[src/inc/cwpv_pkg.sv]
/*
 Package for the per-core wait unit: register map, field positions, reset values,
 command and state types shared by the wait unit and its two helper modules.
 Assumes one system clock and an asynchronous active-low reset in every user.
*/
`default_nettype none
package cwpv_pkg;

    // ==========================================================
    // widths
    localparam int unsigned PIN_W = 32;
    localparam int unsigned AV_ADDR_W = 5;
    localparam int unsigned ENTRY_W = 8;
    localparam int unsigned ENTRY_IGNORE_W = 2;
    localparam int unsigned TWO_COLOUR_W = 16;
    localparam logic [5:0] PIX_PER_WORD_4C = 6'h10;
    localparam logic [5:0] PIX_PER_WORD_2C = 6'h20;

    // ==========================================================
    // register map (byte addresses)
    localparam logic [4:0] OFF_CONFIG = 5'h00;
    localparam logic [4:0] OFF_STATUS = 5'h04;
    localparam logic [4:0] OFF_STALL_CNT = 5'h08;
    localparam logic [4:0] OFF_PINS = 5'h0C;

    localparam int unsigned CFG_TWO_COLOUR_BIT = 0;
    localparam int unsigned CFG_VGA_BIT = 1;
    localparam logic [1:0] CFG_RESET = 2'h0;

    localparam int unsigned STAT_BUSY_BIT = 0;
    localparam int unsigned STAT_PIN_WAIT_BIT = 1;
    localparam int unsigned STAT_VID_WAIT_BIT = 2;
    localparam int unsigned STAT_LOW_POWER_BIT = 3;
    localparam int unsigned STAT_PIXCNT_LSB = 8;
    localparam logic [31:0] STALL_CNT_RESET = 32'h0000_0000;

    // ==========================================================
    // types
    typedef enum logic {
        CWPV_OP_PIN_NE = 1'b0,
        CWPV_OP_VIDEO = 1'b1
    } cwpv_op_t;

    typedef struct packed {
        cwpv_op_t op;
        logic [PIN_W-1:0] state;
        logic [PIN_W-1:0] mask;
        logic port;
        logic [31:0] colors;
        logic [31:0] pixels;
    } cwpv_cmd_t;

    typedef struct packed {
        logic take;
        logic [31:0] colors;
        logic [31:0] pixels;
        logic [5:0] pixel_count;
    } cwpv_vid_t;

    typedef enum logic [2:0] {
        CWPV_IDLE = 3'b001,
        CWPV_PIN_WAIT = 3'b010,
        CWPV_VID_WAIT = 3'b100
    } cwpv_state_t;

    // pixels carried by one word for the configured depth
    function automatic logic [5:0] cwpv_pix_count(input logic two_colour);
        cwpv_pix_count = two_colour ? PIX_PER_WORD_2C : PIX_PER_WORD_4C;
    endfunction : cwpv_pix_count

endpackage : cwpv_pkg
`default_nettype wire

[src/rtl/cwpv_wait_unit.sv]
/*
 Per-core wait unit: pin-not-equal wait and video hand-over wait, with an
 Avalon-MM register slave for configuration and status.
 Assumes the core issues one wait command at a time while exec_ready is high,
 the pins are asynchronous, and the video generator runs on core_clk.
*/
`timescale 1ns/1ns
`default_nettype none
module cwpv_wait_unit #(
    parameter bit PORT_B_PRESENT = 1'b0
) (
    input wire logic core_clk,
    input wire logic nrst,

    // instruction side
    input wire logic exec_valid,
    input wire cwpv_pkg::cwpv_cmd_t exec_cmd,
    output logic exec_ready,
    output logic core_stall,
    output logic core_resume,
    output logic core_low_power,

    // pins
    input wire logic [cwpv_pkg::PIN_W-1:0] port_a_inputs,
    input wire logic [cwpv_pkg::PIN_W-1:0] port_b_inputs,

    // video generator
    input wire logic vid_ready,
    output cwpv_pkg::cwpv_vid_t vid_out,

    // Avalon-MM slave
    input wire logic [cwpv_pkg::AV_ADDR_W-1:0] avs_address,
    input wire logic avs_read,
    input wire logic avs_write,
    input wire logic [31:0] avs_writedata,
    input wire logic [3:0] avs_byteenable,
    output logic [31:0] avs_readdata,
    output logic avs_waitrequest
);

    // ==========================================================
    // state
    typedef struct packed {
        cwpv_pkg::cwpv_state_t st;
        cwpv_pkg::cwpv_cmd_t cmd;
        logic [cwpv_pkg::PIN_W-1:0] pa_meta;
        logic [cwpv_pkg::PIN_W-1:0] pa_sync;
        logic [cwpv_pkg::PIN_W-1:0] pb_meta;
        logic [cwpv_pkg::PIN_W-1:0] pb_sync;
        logic resume;
        cwpv_pkg::cwpv_vid_t vid;
        logic [1:0] cfg;
        logic [31:0] stall_cnt;
        logic av_ack;
        logic [31:0] av_rdata;
    } cwpv_regs_t;

    cwpv_regs_t r;
    cwpv_regs_t next_r;

    logic pins_differ;
    logic [31:0] fmt_colors;
    logic [31:0] fmt_pixels;
    logic [5:0] fmt_pixel_count;
    logic av_req;
    logic [31:0] status_word;
    logic [31:0] read_mux;

    // ==========================================================
    // helpers
    cwpv_pin_cmp #(
        .PORT_B_PRESENT(PORT_B_PRESENT)
    ) u_pin_cmp (
        .port_a_inputs(r.pa_sync),
        .port_b_inputs(r.pb_sync),
        .state(r.cmd.state),
        .mask(r.cmd.mask),
        .port_sel(r.cmd.port),
        .differ(pins_differ)
    );

    cwpv_vid_fmt u_vid_fmt (
        .colors_in(r.cmd.colors),
        .pixels_in(r.cmd.pixels),
        .two_colour(r.cfg[cwpv_pkg::CFG_TWO_COLOUR_BIT]),
        .vga(r.cfg[cwpv_pkg::CFG_VGA_BIT]),
        .colors_out(fmt_colors),
        .pixels_out(fmt_pixels),
        .pixel_count(fmt_pixel_count)
    );

    // ==========================================================
    // outputs
    // stall is decoded from the state flop so it rises the cycle after issue
    assign exec_ready = (r.st == cwpv_pkg::CWPV_IDLE);
    assign core_stall = (r.st != cwpv_pkg::CWPV_IDLE);
    assign core_low_power = core_stall;
    assign core_resume = r.resume;
    assign vid_out = r.vid;
    assign av_req = avs_read | avs_write;
    assign avs_waitrequest = av_req & ~r.av_ack;
    assign avs_readdata = r.av_rdata;

    // ==========================================================
    // register read mux
    always_comb begin
        status_word = '0;
        status_word[cwpv_pkg::STAT_BUSY_BIT] = core_stall;
        status_word[cwpv_pkg::STAT_PIN_WAIT_BIT] = (r.st == cwpv_pkg::CWPV_PIN_WAIT);
        status_word[cwpv_pkg::STAT_VID_WAIT_BIT] = (r.st == cwpv_pkg::CWPV_VID_WAIT);
        status_word[cwpv_pkg::STAT_LOW_POWER_BIT] = core_low_power;
        status_word[cwpv_pkg::STAT_PIXCNT_LSB +: 6] =
            cwpv_pkg::cwpv_pix_count(r.cfg[cwpv_pkg::CFG_TWO_COLOUR_BIT]);
        case (avs_address)
            cwpv_pkg::OFF_CONFIG: begin
                read_mux = {30'h0000_0000, r.cfg};
            end
            cwpv_pkg::OFF_STATUS: begin
                read_mux = status_word;
            end
            cwpv_pkg::OFF_STALL_CNT: begin
                read_mux = r.stall_cnt;
            end
            cwpv_pkg::OFF_PINS: begin
                read_mux = r.pa_sync;
            end
            default: begin
                read_mux = 32'h0000_0000;
            end
        endcase
    end

    // ==========================================================
    // next state
    always_comb begin
        next_r = r;
        next_r.resume = 1'b0;
        next_r.vid.take = 1'b0;
        next_r.av_ack = 1'b0;

        // two-flop synchronisers; only the second stage is used
        next_r.pa_meta = port_a_inputs;
        next_r.pa_sync = r.pa_meta;
        next_r.pb_meta = port_b_inputs;
        next_r.pb_sync = r.pb_meta;

        case (r.st)
            cwpv_pkg::CWPV_IDLE: begin
                if (exec_valid) begin
                    next_r.cmd = exec_cmd;
                    next_r.stall_cnt = cwpv_pkg::STALL_CNT_RESET;
                    if (exec_cmd.op == cwpv_pkg::CWPV_OP_VIDEO) begin
                        next_r.st = cwpv_pkg::CWPV_VID_WAIT;
                    end else begin
                        next_r.st = cwpv_pkg::CWPV_PIN_WAIT;
                    end
                end
            end
            cwpv_pkg::CWPV_PIN_WAIT: begin
                // saturates so a stuck wait does not appear short
                if (r.stall_cnt != 32'hFFFF_FFFF) begin
                    next_r.stall_cnt = r.stall_cnt + 32'h0000_0001;
                end
                if (pins_differ) begin
                    next_r.st = cwpv_pkg::CWPV_IDLE;
                    next_r.resume = 1'b1;
                end
            end
            cwpv_pkg::CWPV_VID_WAIT: begin
                // no timeout: an unstarted generator keeps the core here
                if (r.stall_cnt != 32'hFFFF_FFFF) begin
                    next_r.stall_cnt = r.stall_cnt + 32'h0000_0001;
                end
                if (vid_ready) begin
                    next_r.st = cwpv_pkg::CWPV_IDLE;
                    next_r.resume = 1'b1;
                    next_r.vid.take = 1'b1;
                    next_r.vid.colors = fmt_colors;
                    next_r.vid.pixels = fmt_pixels;
                    next_r.vid.pixel_count = fmt_pixel_count;
                end
            end
            default: begin
                next_r.st = cwpv_pkg::CWPV_IDLE;
            end
        endcase

        // one wait cycle, then answer; write lands on the answering edge
        if (av_req && !r.av_ack) begin
            next_r.av_ack = 1'b1;
            next_r.av_rdata = avs_read ? read_mux : 32'h0000_0000;
        end
        if (avs_write && r.av_ack && avs_address == cwpv_pkg::OFF_CONFIG && avs_byteenable[0]) begin
            next_r.cfg = avs_writedata[1:0];
        end
    end

    // ==========================================================
    // registers
    always_ff @(posedge core_clk or negedge nrst) begin
        if (!nrst) begin
            r <= '0;
            r.st <= cwpv_pkg::CWPV_IDLE;
            r.cfg <= cwpv_pkg::CFG_RESET;
            r.stall_cnt <= cwpv_pkg::STALL_CNT_RESET;
        end else begin
            r <= next_r;
        end
    end

endmodule : cwpv_wait_unit
`default_nettype wire

[src/rtl/cwpv_pin_cmp.sv]
/*
 Masked pin comparator for the pin-not-equal wait.
 Assumes its port inputs are already synchronised to the system clock.
*/
`timescale 1ns/1ns
`default_nettype none
module cwpv_pin_cmp #(
    parameter bit PORT_B_PRESENT = 1'b0
) (
    input wire logic [cwpv_pkg::PIN_W-1:0] port_a_inputs,
    input wire logic [cwpv_pkg::PIN_W-1:0] port_b_inputs,
    input wire logic [cwpv_pkg::PIN_W-1:0] state,
    input wire logic [cwpv_pkg::PIN_W-1:0] mask,
    input wire logic port_sel,
    output logic differ
);
    logic [cwpv_pkg::PIN_W-1:0] selected;

    // ==========================================================
    // compare
    // an absent second port reads as all low
    always_comb begin
        if (port_sel && PORT_B_PRESENT) begin
            selected = port_b_inputs;
        end else if (port_sel) begin
            selected = '0;
        end else begin
            selected = port_a_inputs;
        end
        differ = ((selected & mask) != state);
    end
endmodule : cwpv_pin_cmp
`default_nettype wire

[src/rtl/cwpv_vid_fmt.sv]
/*
 Formats a colour word and pixel word for hand-over to the video generator.
 Assumes depth and VGA flags come from the configuration register.
*/
`timescale 1ns/1ns
`default_nettype none
module cwpv_vid_fmt (
    input wire logic [31:0] colors_in,
    input wire logic [31:0] pixels_in,
    input wire logic two_colour,
    input wire logic vga,
    output logic [31:0] colors_out,
    output logic [31:0] pixels_out,
    output logic [5:0] pixel_count
);
    // ==========================================================
    // format
    always_comb begin
        colors_out = colors_in;
        if (two_colour) begin
            colors_out[31:cwpv_pkg::TWO_COLOUR_W] = '0;
        end
        if (vga) begin
            // drop don't-care bits so the generator never sees stale values
            for (int i = 0; i < 4; i++) begin
                colors_out[i*cwpv_pkg::ENTRY_W +: cwpv_pkg::ENTRY_IGNORE_W] = '0;
            end
        end
        pixels_out = pixels_in;
        pixel_count = cwpv_pkg::cwpv_pix_count(two_colour);
    end
endmodule : cwpv_vid_fmt
`default_nettype wire

[config.mk]
export PLATFORM = sky130hd
export DESIGN_NAME = cwpv_wait_unit
export DESIGN_NICKNAME = d
export VERILOG_FILES = /design/src/inc/cwpv_pkg.sv /design/src/rtl/cwpv_wait_unit.sv /design/src/rtl/cwpv_pin_cmp.sv /design/src/rtl/cwpv_vid_fmt.sv
export SDC_FILE = /design/constraint.sdc
export NUM_CORES = 1
export LEC_CHECK = 0
export ABC_CLOCK_PERIOD_IN_PS = 2700
export BUFFER_PORTS_ARGS = -buffer_cell sky130_fd_sc_hd__buf_2
export CORE_ASPECT_RATIO = 1.5
export CORE_UTILIZATION = 53
export DETAILED_ROUTE_END_ITERATION = 10
export HOLD_SLACK_MARGIN = 0.08
export PLACE_DENSITY = 0.76
export SLEW_MARGIN = 20
export SYNTH_ARGS = -nofsm -noshare
export SYNTH_HDL_FRONTEND = slang
export SYNTH_SLANG_ARGS = --single-unit
[constraint.sdc]
create_clock -name core_clk -period 2.7 [get_ports core_clk]
set_clock_uncertainty 0.1 [all_clocks]
set_input_delay 0 -clock core_clk [delete_from_list [all_inputs] [get_ports core_clk]]
set_output_delay 0 -clock core_clk [all_outputs]
set_load 0.01 [all_outputs]
==> summary.md, run 1 <==
| Metric | Value |
|---|---|
| Area of the multi-input gates | `4580 µm²` |
| HP Class | `input pin to flip-flop` |
| Syn. warnings | `0` |
| Inst Count DP | `1902` |
| Final Hold Viols | `0` |
| Hold path depth | `4` |
| Final Max Tran Viols | `0` |
| DIE HEIGHT | `200 µm` |
| Share of cells above drive strength 1 | `18.9%` |
| H-tree lvl count | `1` |
| Port buffer count | `279` |
| Pre-CTS setup slack | `205 ps` |
| Horiz. Die Dim | `134 µm` |
| First-pass DRT Iterations | `6` |
| Failing checks | `negative setup slack` |
| CTS Buf Count | `30` |
| Synth unique cells | `47` |
| Min Clock Period, post-route | `2760 ps` |
| Actual slew at the worst max-slew pin | `982 ps` |
| Cell family with most CP delay | `simple AND/OR/NAND/NOR gates` |
| Commonest non-fill, non-tap cell in the layout | `nand2_1` |
| Post-Layout Inst Area | `19300 µm²` |
| Cell taking the most area after synthesis | `dfrtp_1` |
| Worst vdd ir | `554 µV` |
| Core area | `25800 µm²` |
| Slowest stage delay, CP | `590 ps` |
| R2R cell count | `8` |
| Later-pin clock latency in the skew report | `570 ps` |
| Status | `finished with violations` |
| Fillers | `1552` |
| Root buffer cell | `clkbuf_16` |
| Initial antenna violation count | `6` |
| Worst Setup Path Type | `flip-flop to flip-flop` |
| Crit-path cells | `buf_4, nand3b_1, xor2_1, nand4_1, nor4_4, nand3_1, o21ai_0, dlygate4sd3_1` |
| Setup TNS | `-62.2 ps` |
| Fin util | `75.1%` |
| Row cnt | `72` |
| Initial Utilization | `53.8%` |
| Max Freq | `0.362 GHz` |
| Asr flop ratio synth | `100%` |
| Hpwl dp | `22400 µm` |
| Number of synthesized register bits | `331` |
| Worst Setup Start Kind | `flip-flop` |
| Hold WS | `77.1 ps` |
| GRT Residual Overflow | `0` |
| Global-route wire length before repair | `69700 µm` |
| Net count reported at finish | `2181` |
| Post-place instance area | `14900 µm²` |
| Syn avg cell area | `9.65 µm²` |
| FF-to-FF setup slack | `-60 ps` |
| CTS clock-pin slew for the worst setup and hold paths | `80 ps` |
| Top_reg_cell synth | `dfrtp_1` |
| Clock sink count | `331` |
| Global placer's final weighted congestion | `0.902` |
| Register area | `8280 µm²` |
| CP Max Fanout | `16` |
| Min setup slack post-route | `-62.2 ps` |
| Mapped Area | `13900 µm²` |
| Die area | `26800 µm²` |
| DR WL/cell | `19.5 µm` |
| Finished Layout Cells | `2300` |
| Num ports | `349` |
| Data arrival, critical path | `3160 ps` |
| Power per cell area | `754 nW/µm²` |
| # DRC | `0` |
| Avg Vias per Cell | `5.43` |
| Routed wire length | `44800 µm` |
| Layout Area Growth over Synthesis | `39.5%` |
| Leak | `9.83 nW` |
| Power Total | `14.6 mW` |
| Vias in the first global route | `13300` |
| 1st-iter DRT viols | `898` |
| Seq/Total Area, Yosys | `59.7%` |
| Max_cap viols | `0` |
| Critical Path Sink Type | `flip-flop` |
| Top cells by area, synth | `dfrtp_1 60%, nand2_1 16%, buf_4 5.8%` |
| Final setup viols | `1` |
| All-layer global routing usage | `33.7%` |
| Levels on crit path | `8` |
| Pin count of the biggest net entering global routing | `161` |
| Via count | `12500` |
| Final period utilization | `102%` |
| Critical-path top delay cell | `dlygate4sd3_1` |
| Buf/Inv on CP | `2` |
| RSZ-0062 raised after global routing | `true` |
| Worst EP required | `3100 ps` |
| CTS tree | `yes` |
| Post-synth EDFFs | `0` |
| Share of the synthesized area in the top cell type | `59.5%` |
| Final antenna-violating net count | `0` |
| Commonest cells after routing, fill and taps aside | `594 x nand2_1, 337 x dlygate4sd3_1, 330 x dfrtp_1` |
| Clock buffer depth | `3` |
| Worst slew margin | `34.5%` |
| Synth Instances | `1437` |
==> tightest hold or removal path, cell delays in order <==
cell	delay, ps
dlygate4sd3_1	530
buf_2	100
nand2_1	40
nand2_1	40
==> kinds of logic after synthesis <==
group	after synthesis	synth area share, %
fa+ha+maj	1	0.0902
mux	3	0.325
other cells	1	0.0270
compound gates	98	4.57
simple gates	764	23.6
xor+xnor	61	3.85
buf+inv	178	7.80
flops	331	59.7
==> worst paths after layout <==
path	startpoint	end
max in group asynchronous	nrst	r[285]
worst max-delay path	r[331]	r[398]
worst min-delay path	exec_cmd[23]	r[290]
min in group asynchronous	nrst	r[204]
worst min register to register	next_r[219]	r[219]
worst max register to register	r[331]	r[398]
==> registers in the layout, indices dropped and copies added (netlist names) <==
register / count
vid_out: 67
avs_readdata: 32
core_resume: 1
next_r: 32
r: 199
==> cells in the mapped netlist, types with 2 or more instances <==
cell type	n
a21o_1	3
nand3_1	23
nand3b_1	34
nor4_2	2
nor3_1	9
o21ai_0	53
and3_1	8
clkbuf_1	54
nand2b_1	19
nor3b_2	2
mux2_2	2
buf_2	10
a22oi_1	29
nand4_1	18
buf_4	107
nor4_1	2
inv_1	5
a21oi_1	3
and2_1	4
nor2_1	35
dfrtp_1	330
xnor2_1	9
xor2_1	52
nand2_1	596
and4_1	6
==> area by class of cell <==
type	instances	share of cell area [%]
tap	333	2.15
clock buffer	45	4.59
sequential	331	42.8
clock inverter	9	0.504
antenna	6	0.0776
multi-input combinational	931	23.7
timing repair buffer	639	26.0
inverter	6	0.116
==> report_power, final <==
group	switching, mW	total, mW	internal, mW
clock network	1.89	4.34	2.45
logic	1.99	3.49	1.50
registers	0.719	6.76	6.04
total	4.60	14.6	9.99
==> metal layers <==
metal | GRT usage [%] | up-vias | part of all wire, %
li1 | - | 5482 | -
met1 | 37.4 | 6125 | 35
met2 | 59.6 | 679 | 51
met3 | 5.16 | 212 | 6.4
met4 | 21.8 | 0 | 7.4
met5 | 0 | - | 0
==> repair_timing <==
| action | 4_1_cts | 5_1_grt |
|---|---|---|
| endpoints found under the hold margin | 599 | 0 |
| hold buffers | 337 | 0 |
| resized for setup | 0 | 8 |
| buffers inserted | 0 | 0 |
| setup endpoints to repair | 0 | 20 |
Note: power is estimated with default switching activity, not from simulation.
==> inputs of run 2 (changes only) <==
--- a/config.mk
+++ b/config.mk
@@ -7,11 +7,13 @@
 export LEC_CHECK = 0
 export ABC_CLOCK_PERIOD_IN_PS = 2700
 export BUFFER_PORTS_ARGS = -buffer_cell sky130_fd_sc_hd__buf_2
+export CELL_PAD_IN_SITES_DETAIL_PLACEMENT = 2
+export CELL_PAD_IN_SITES_GLOBAL_PLACEMENT = 2
 export CORE_ASPECT_RATIO = 1.5
-export CORE_UTILIZATION = 53
+export CORE_UTILIZATION = 32
 export DETAILED_ROUTE_END_ITERATION = 10
 export HOLD_SLACK_MARGIN = 0.08
-export PLACE_DENSITY = 0.76
+export PLACE_DENSITY = 0.75
 export SLEW_MARGIN = 20
 export SYNTH_ARGS = -nofsm -noshare
 export SYNTH_HDL_FRONTEND = slang
==> run 2 against run 1 <==
  * The run now ends clean
  * Wire length is 19% higher
  * Final area fell by 2.9%
  * Total power up 1.9%
  * Worst hold slack improved by 14 ps
==> summary.md, run 2 (same netlist as run 1, synthesis figures left out) <==
| Metric | Value |
|---|---|
| Worst EP required | `3030 ps (-70 ps)` |
| Min Clock Period, post-route | `2520 ps (-244 ps)` |
| Status | `complete, no violations` |
| Critical Path Sink Type | `flip-flop` |
| Initial Utilization | `32.4% (-21 points)` |
| Post-place instance area | `15300 µm² (+2.8%)` |
| Share of cells above drive strength 1 | `20.4% (+1.5 points)` |
| Finished Layout Cells | `2454 (+6.7%)` |
| Worst vdd ir | `508 µV (-8.4%)` |
| H-tree lvl count | `2 (+1)` |
| Post-Layout Inst Area | `18800 µm² (-2.9%)` |
| Global-route wire length before repair | `81600 µm (+17%)` |
| Avg Vias per Cell | `4.79 (-12%)` |
| Logic pwr share | `22.7% (-1.2 points)` |
| Net count reported at finish | `2095 (-3.9%)` |
| Later-pin clock latency in the skew report | `540 ps (-30 ps)` |
| Core area | `42800 µm² (+66%)` |
| CTS tree | `yes` |
| Root buffer cell | `clkbuf_16` |
| Power per cell area | `791 nW/µm² (+4.9%)` |
| Final Hold Viols | `0 (unchanged)` |
| Seq pwr share | `45.6% (-0.7 points)` |
| 1st-iter DRT viols | `526 (-41%)` |
| Num ports | `349 (unchanged)` |
| RSZ-0062 raised after global routing | `false` |
| All-layer global routing usage | `24.5% (-9.2 points)` |
| Final setup viols | `0 (-1)` |
| Die area | `44200 µm² (+65%)` |
| Via count | `11800 (-5.9%)` |
| Min-delay src | `exec_cmd[102]` |
| Vias in the first global route | `14000 (+5.3%)` |
| Pin count of the biggest net entering global routing | `109 (-32%)` |
| Initial antenna violation count | `8 (+2)` |
| Clock buffer depth | `3 (unchanged)` |
| Power Total | `14.9 mW (+1.9%)` |
| Row cnt | `93 (+29%)` |
| Fin util | `43.9% (-31 points)` |
| Worst slew margin | `32.7% (-1.8 points)` |
| Max Freq | `0.397 GHz (+9.7%)` |
| HP Class | `input pin to flip-flop` |
| CTS clock-pin slew for the worst setup and hold paths | `60 ps (-20 ps)` |
| CTS Buf Count | `35 (+17%)` |
| Leak | `9.46 nW (-3.7%)` |
| Data arrival, critical path | `2850 ps (-310 ps)` |
| Worst Setup Start Kind | `flip-flop` |
| Actual slew at the worst max-slew pin | `1010 ps (+27.7 ps)` |
| R2r startpoint | `r[331]` |
| # DRC | `0 (unchanged)` |
| Cell Int Power | `10.0 mW (+0.21%)` |
| Inst Count DP | `2153 (+13%)` |
| Setup TNS | `0 ps (+62.2 ps)` |
| Most flop-heavy register | `r` |
| Commonest cells after routing, fill and taps aside | `594 x nand2_1, 330 x dfrtp_1, 278 x buf_2` |
| Routed wire length | `53500 µm (+19%)` |
| Global placer's final weighted congestion | `0.757 (-16%)` |
| CP Max Fanout | `14 (-2)` |
| Final antenna-violating net count | `0 (unchanged)` |
| Max FFs per register | `199 (unchanged)` |
| Port buffer count | `279 (unchanged)` |
| Sw power | `4.85 mW (+5.4%)` |
| Final Max Tran Viols | `0 (unchanged)` |
| Worst Setup Path Type | `flip-flop to flip-flop` |
| Final period utilization | `93.3% (-9.0 points)` |
| Layout Area Growth over Synthesis | `35.4%` |
| Hpwl dp | `30200 µm (+35%)` |
| First-pass DRT Iterations | `5 (-1)` |
| Setup bufs post-CTS | `0 (unchanged)` |
| Commonest non-fill, non-tap cell in the layout | `nand2_1` |
| GRT Residual Overflow | `0 (unchanged)` |
| Horiz. Die Dim | `172 µm (+28%)` |
| Max_cap viols | `0 (unchanged)` |
| Clock sink count | `331 (unchanged)` |
| Switching share of total power | `32.7% (+1.1 points)` |
| DR WL/cell | `21.8 µm (+12%)` |
| Fillers | `4623 (+200%)` |
| DIE HEIGHT | `257 µm (+28%)` |
| Critical path launch point | `r[331]` |
| Clock power share | `31.7% (+1.9 points)` |
run 2: cell types whose count changed in the layout (fill, tap and decap cells not counted), sizes merged, moves of 2 or more:
cell / before / now
dlygate4sd3: 337 / 231
buf: 301 / 316
clkbuf: 46 / 56
bufinv: 2 / 0
clkinv: 7 / 5
inv: 5 / 7
run 2: routing by layer:
layer	vias to the layer above	routed length (µm)	GRT usage, %
li1	5321	-	-
met2	318	29200	46.0
met4	2	2440	12.2
met3	125	1980	3.75
met5	-	10	0
met1	5996	19900	25.9
run 2: power groups by stage:
stage / clock, mW / combinational [mW] / sequential [mW]
2_1_floorplan: 0 / 2.22 / 6.57
3_3_place_gp: 0 / 2.77 / 6.71
3_5_place_dp: 0 / 2.91 / 6.79
4_1_cts: 4.78 / 3.23 / 6.71
5_1_grt: 5.00 / 3.72 / 6.89
6_report: 4.72 / 3.37 / 6.78
run 2: final timing paths:
path                            slack, ps  cells after the start     endpoint
worst max-delay path                  180                      8  core_resume
worst min-delay path                   90                      4       r[369]
worst max register to register        180                      8  core_resume
worst min register to register        250                      0       r[219]
max in group asynchronous            1570                      4       r[389]
min in group asynchronous             550                      3       r[397]
run 2: per-stage QoR:
| step | setup slack, ps | hold slack [ps] |
|---|---|---|
| 4_1_cts | 91.0 | 80.0 |
| 3_5_place_dp | 148 | -72.8 |
| 2_1_floorplan | 579 | -396 |
| 6_report | 182 | 90.9 |
| 3_3_place_gp | 247 | -72.9 |
| 5_1_grt | 50.8 | 108 |
run 2: worst max-delay path: stages (launching register included):
cell and delay [ps]:
dfrtp_1 410, buf_4 200, nand3b_1 190, xor2_1 470, nand4_1 200, nor4_1 410
buf_4 200, nand2_1 50, a21o_1 170
run 2: final cells by class:
cell class / instances / area [µm²] / share of cell area (%)
tap: 570 / 713 / 3.80
clock buffer: 55 / 1030 / 5.50
sequential: 331 / 8280 / 44.1
clock inverter: 6 / 45.0 / 0.240
antenna: 7 / 17.5 / 0.0933
inverter: 6 / 22.5 / 0.120
timing repair buffer: 548 / 4120 / 22.0
multi-input combinational: 931 / 4540 / 24.2
run 2: repair_timing:
action	4_1_cts	5_1_grt
hold buffers	232	0
endpoints found under the setup margin	0	3
hold endpoints to repair	547	0
resized for setup	0	2
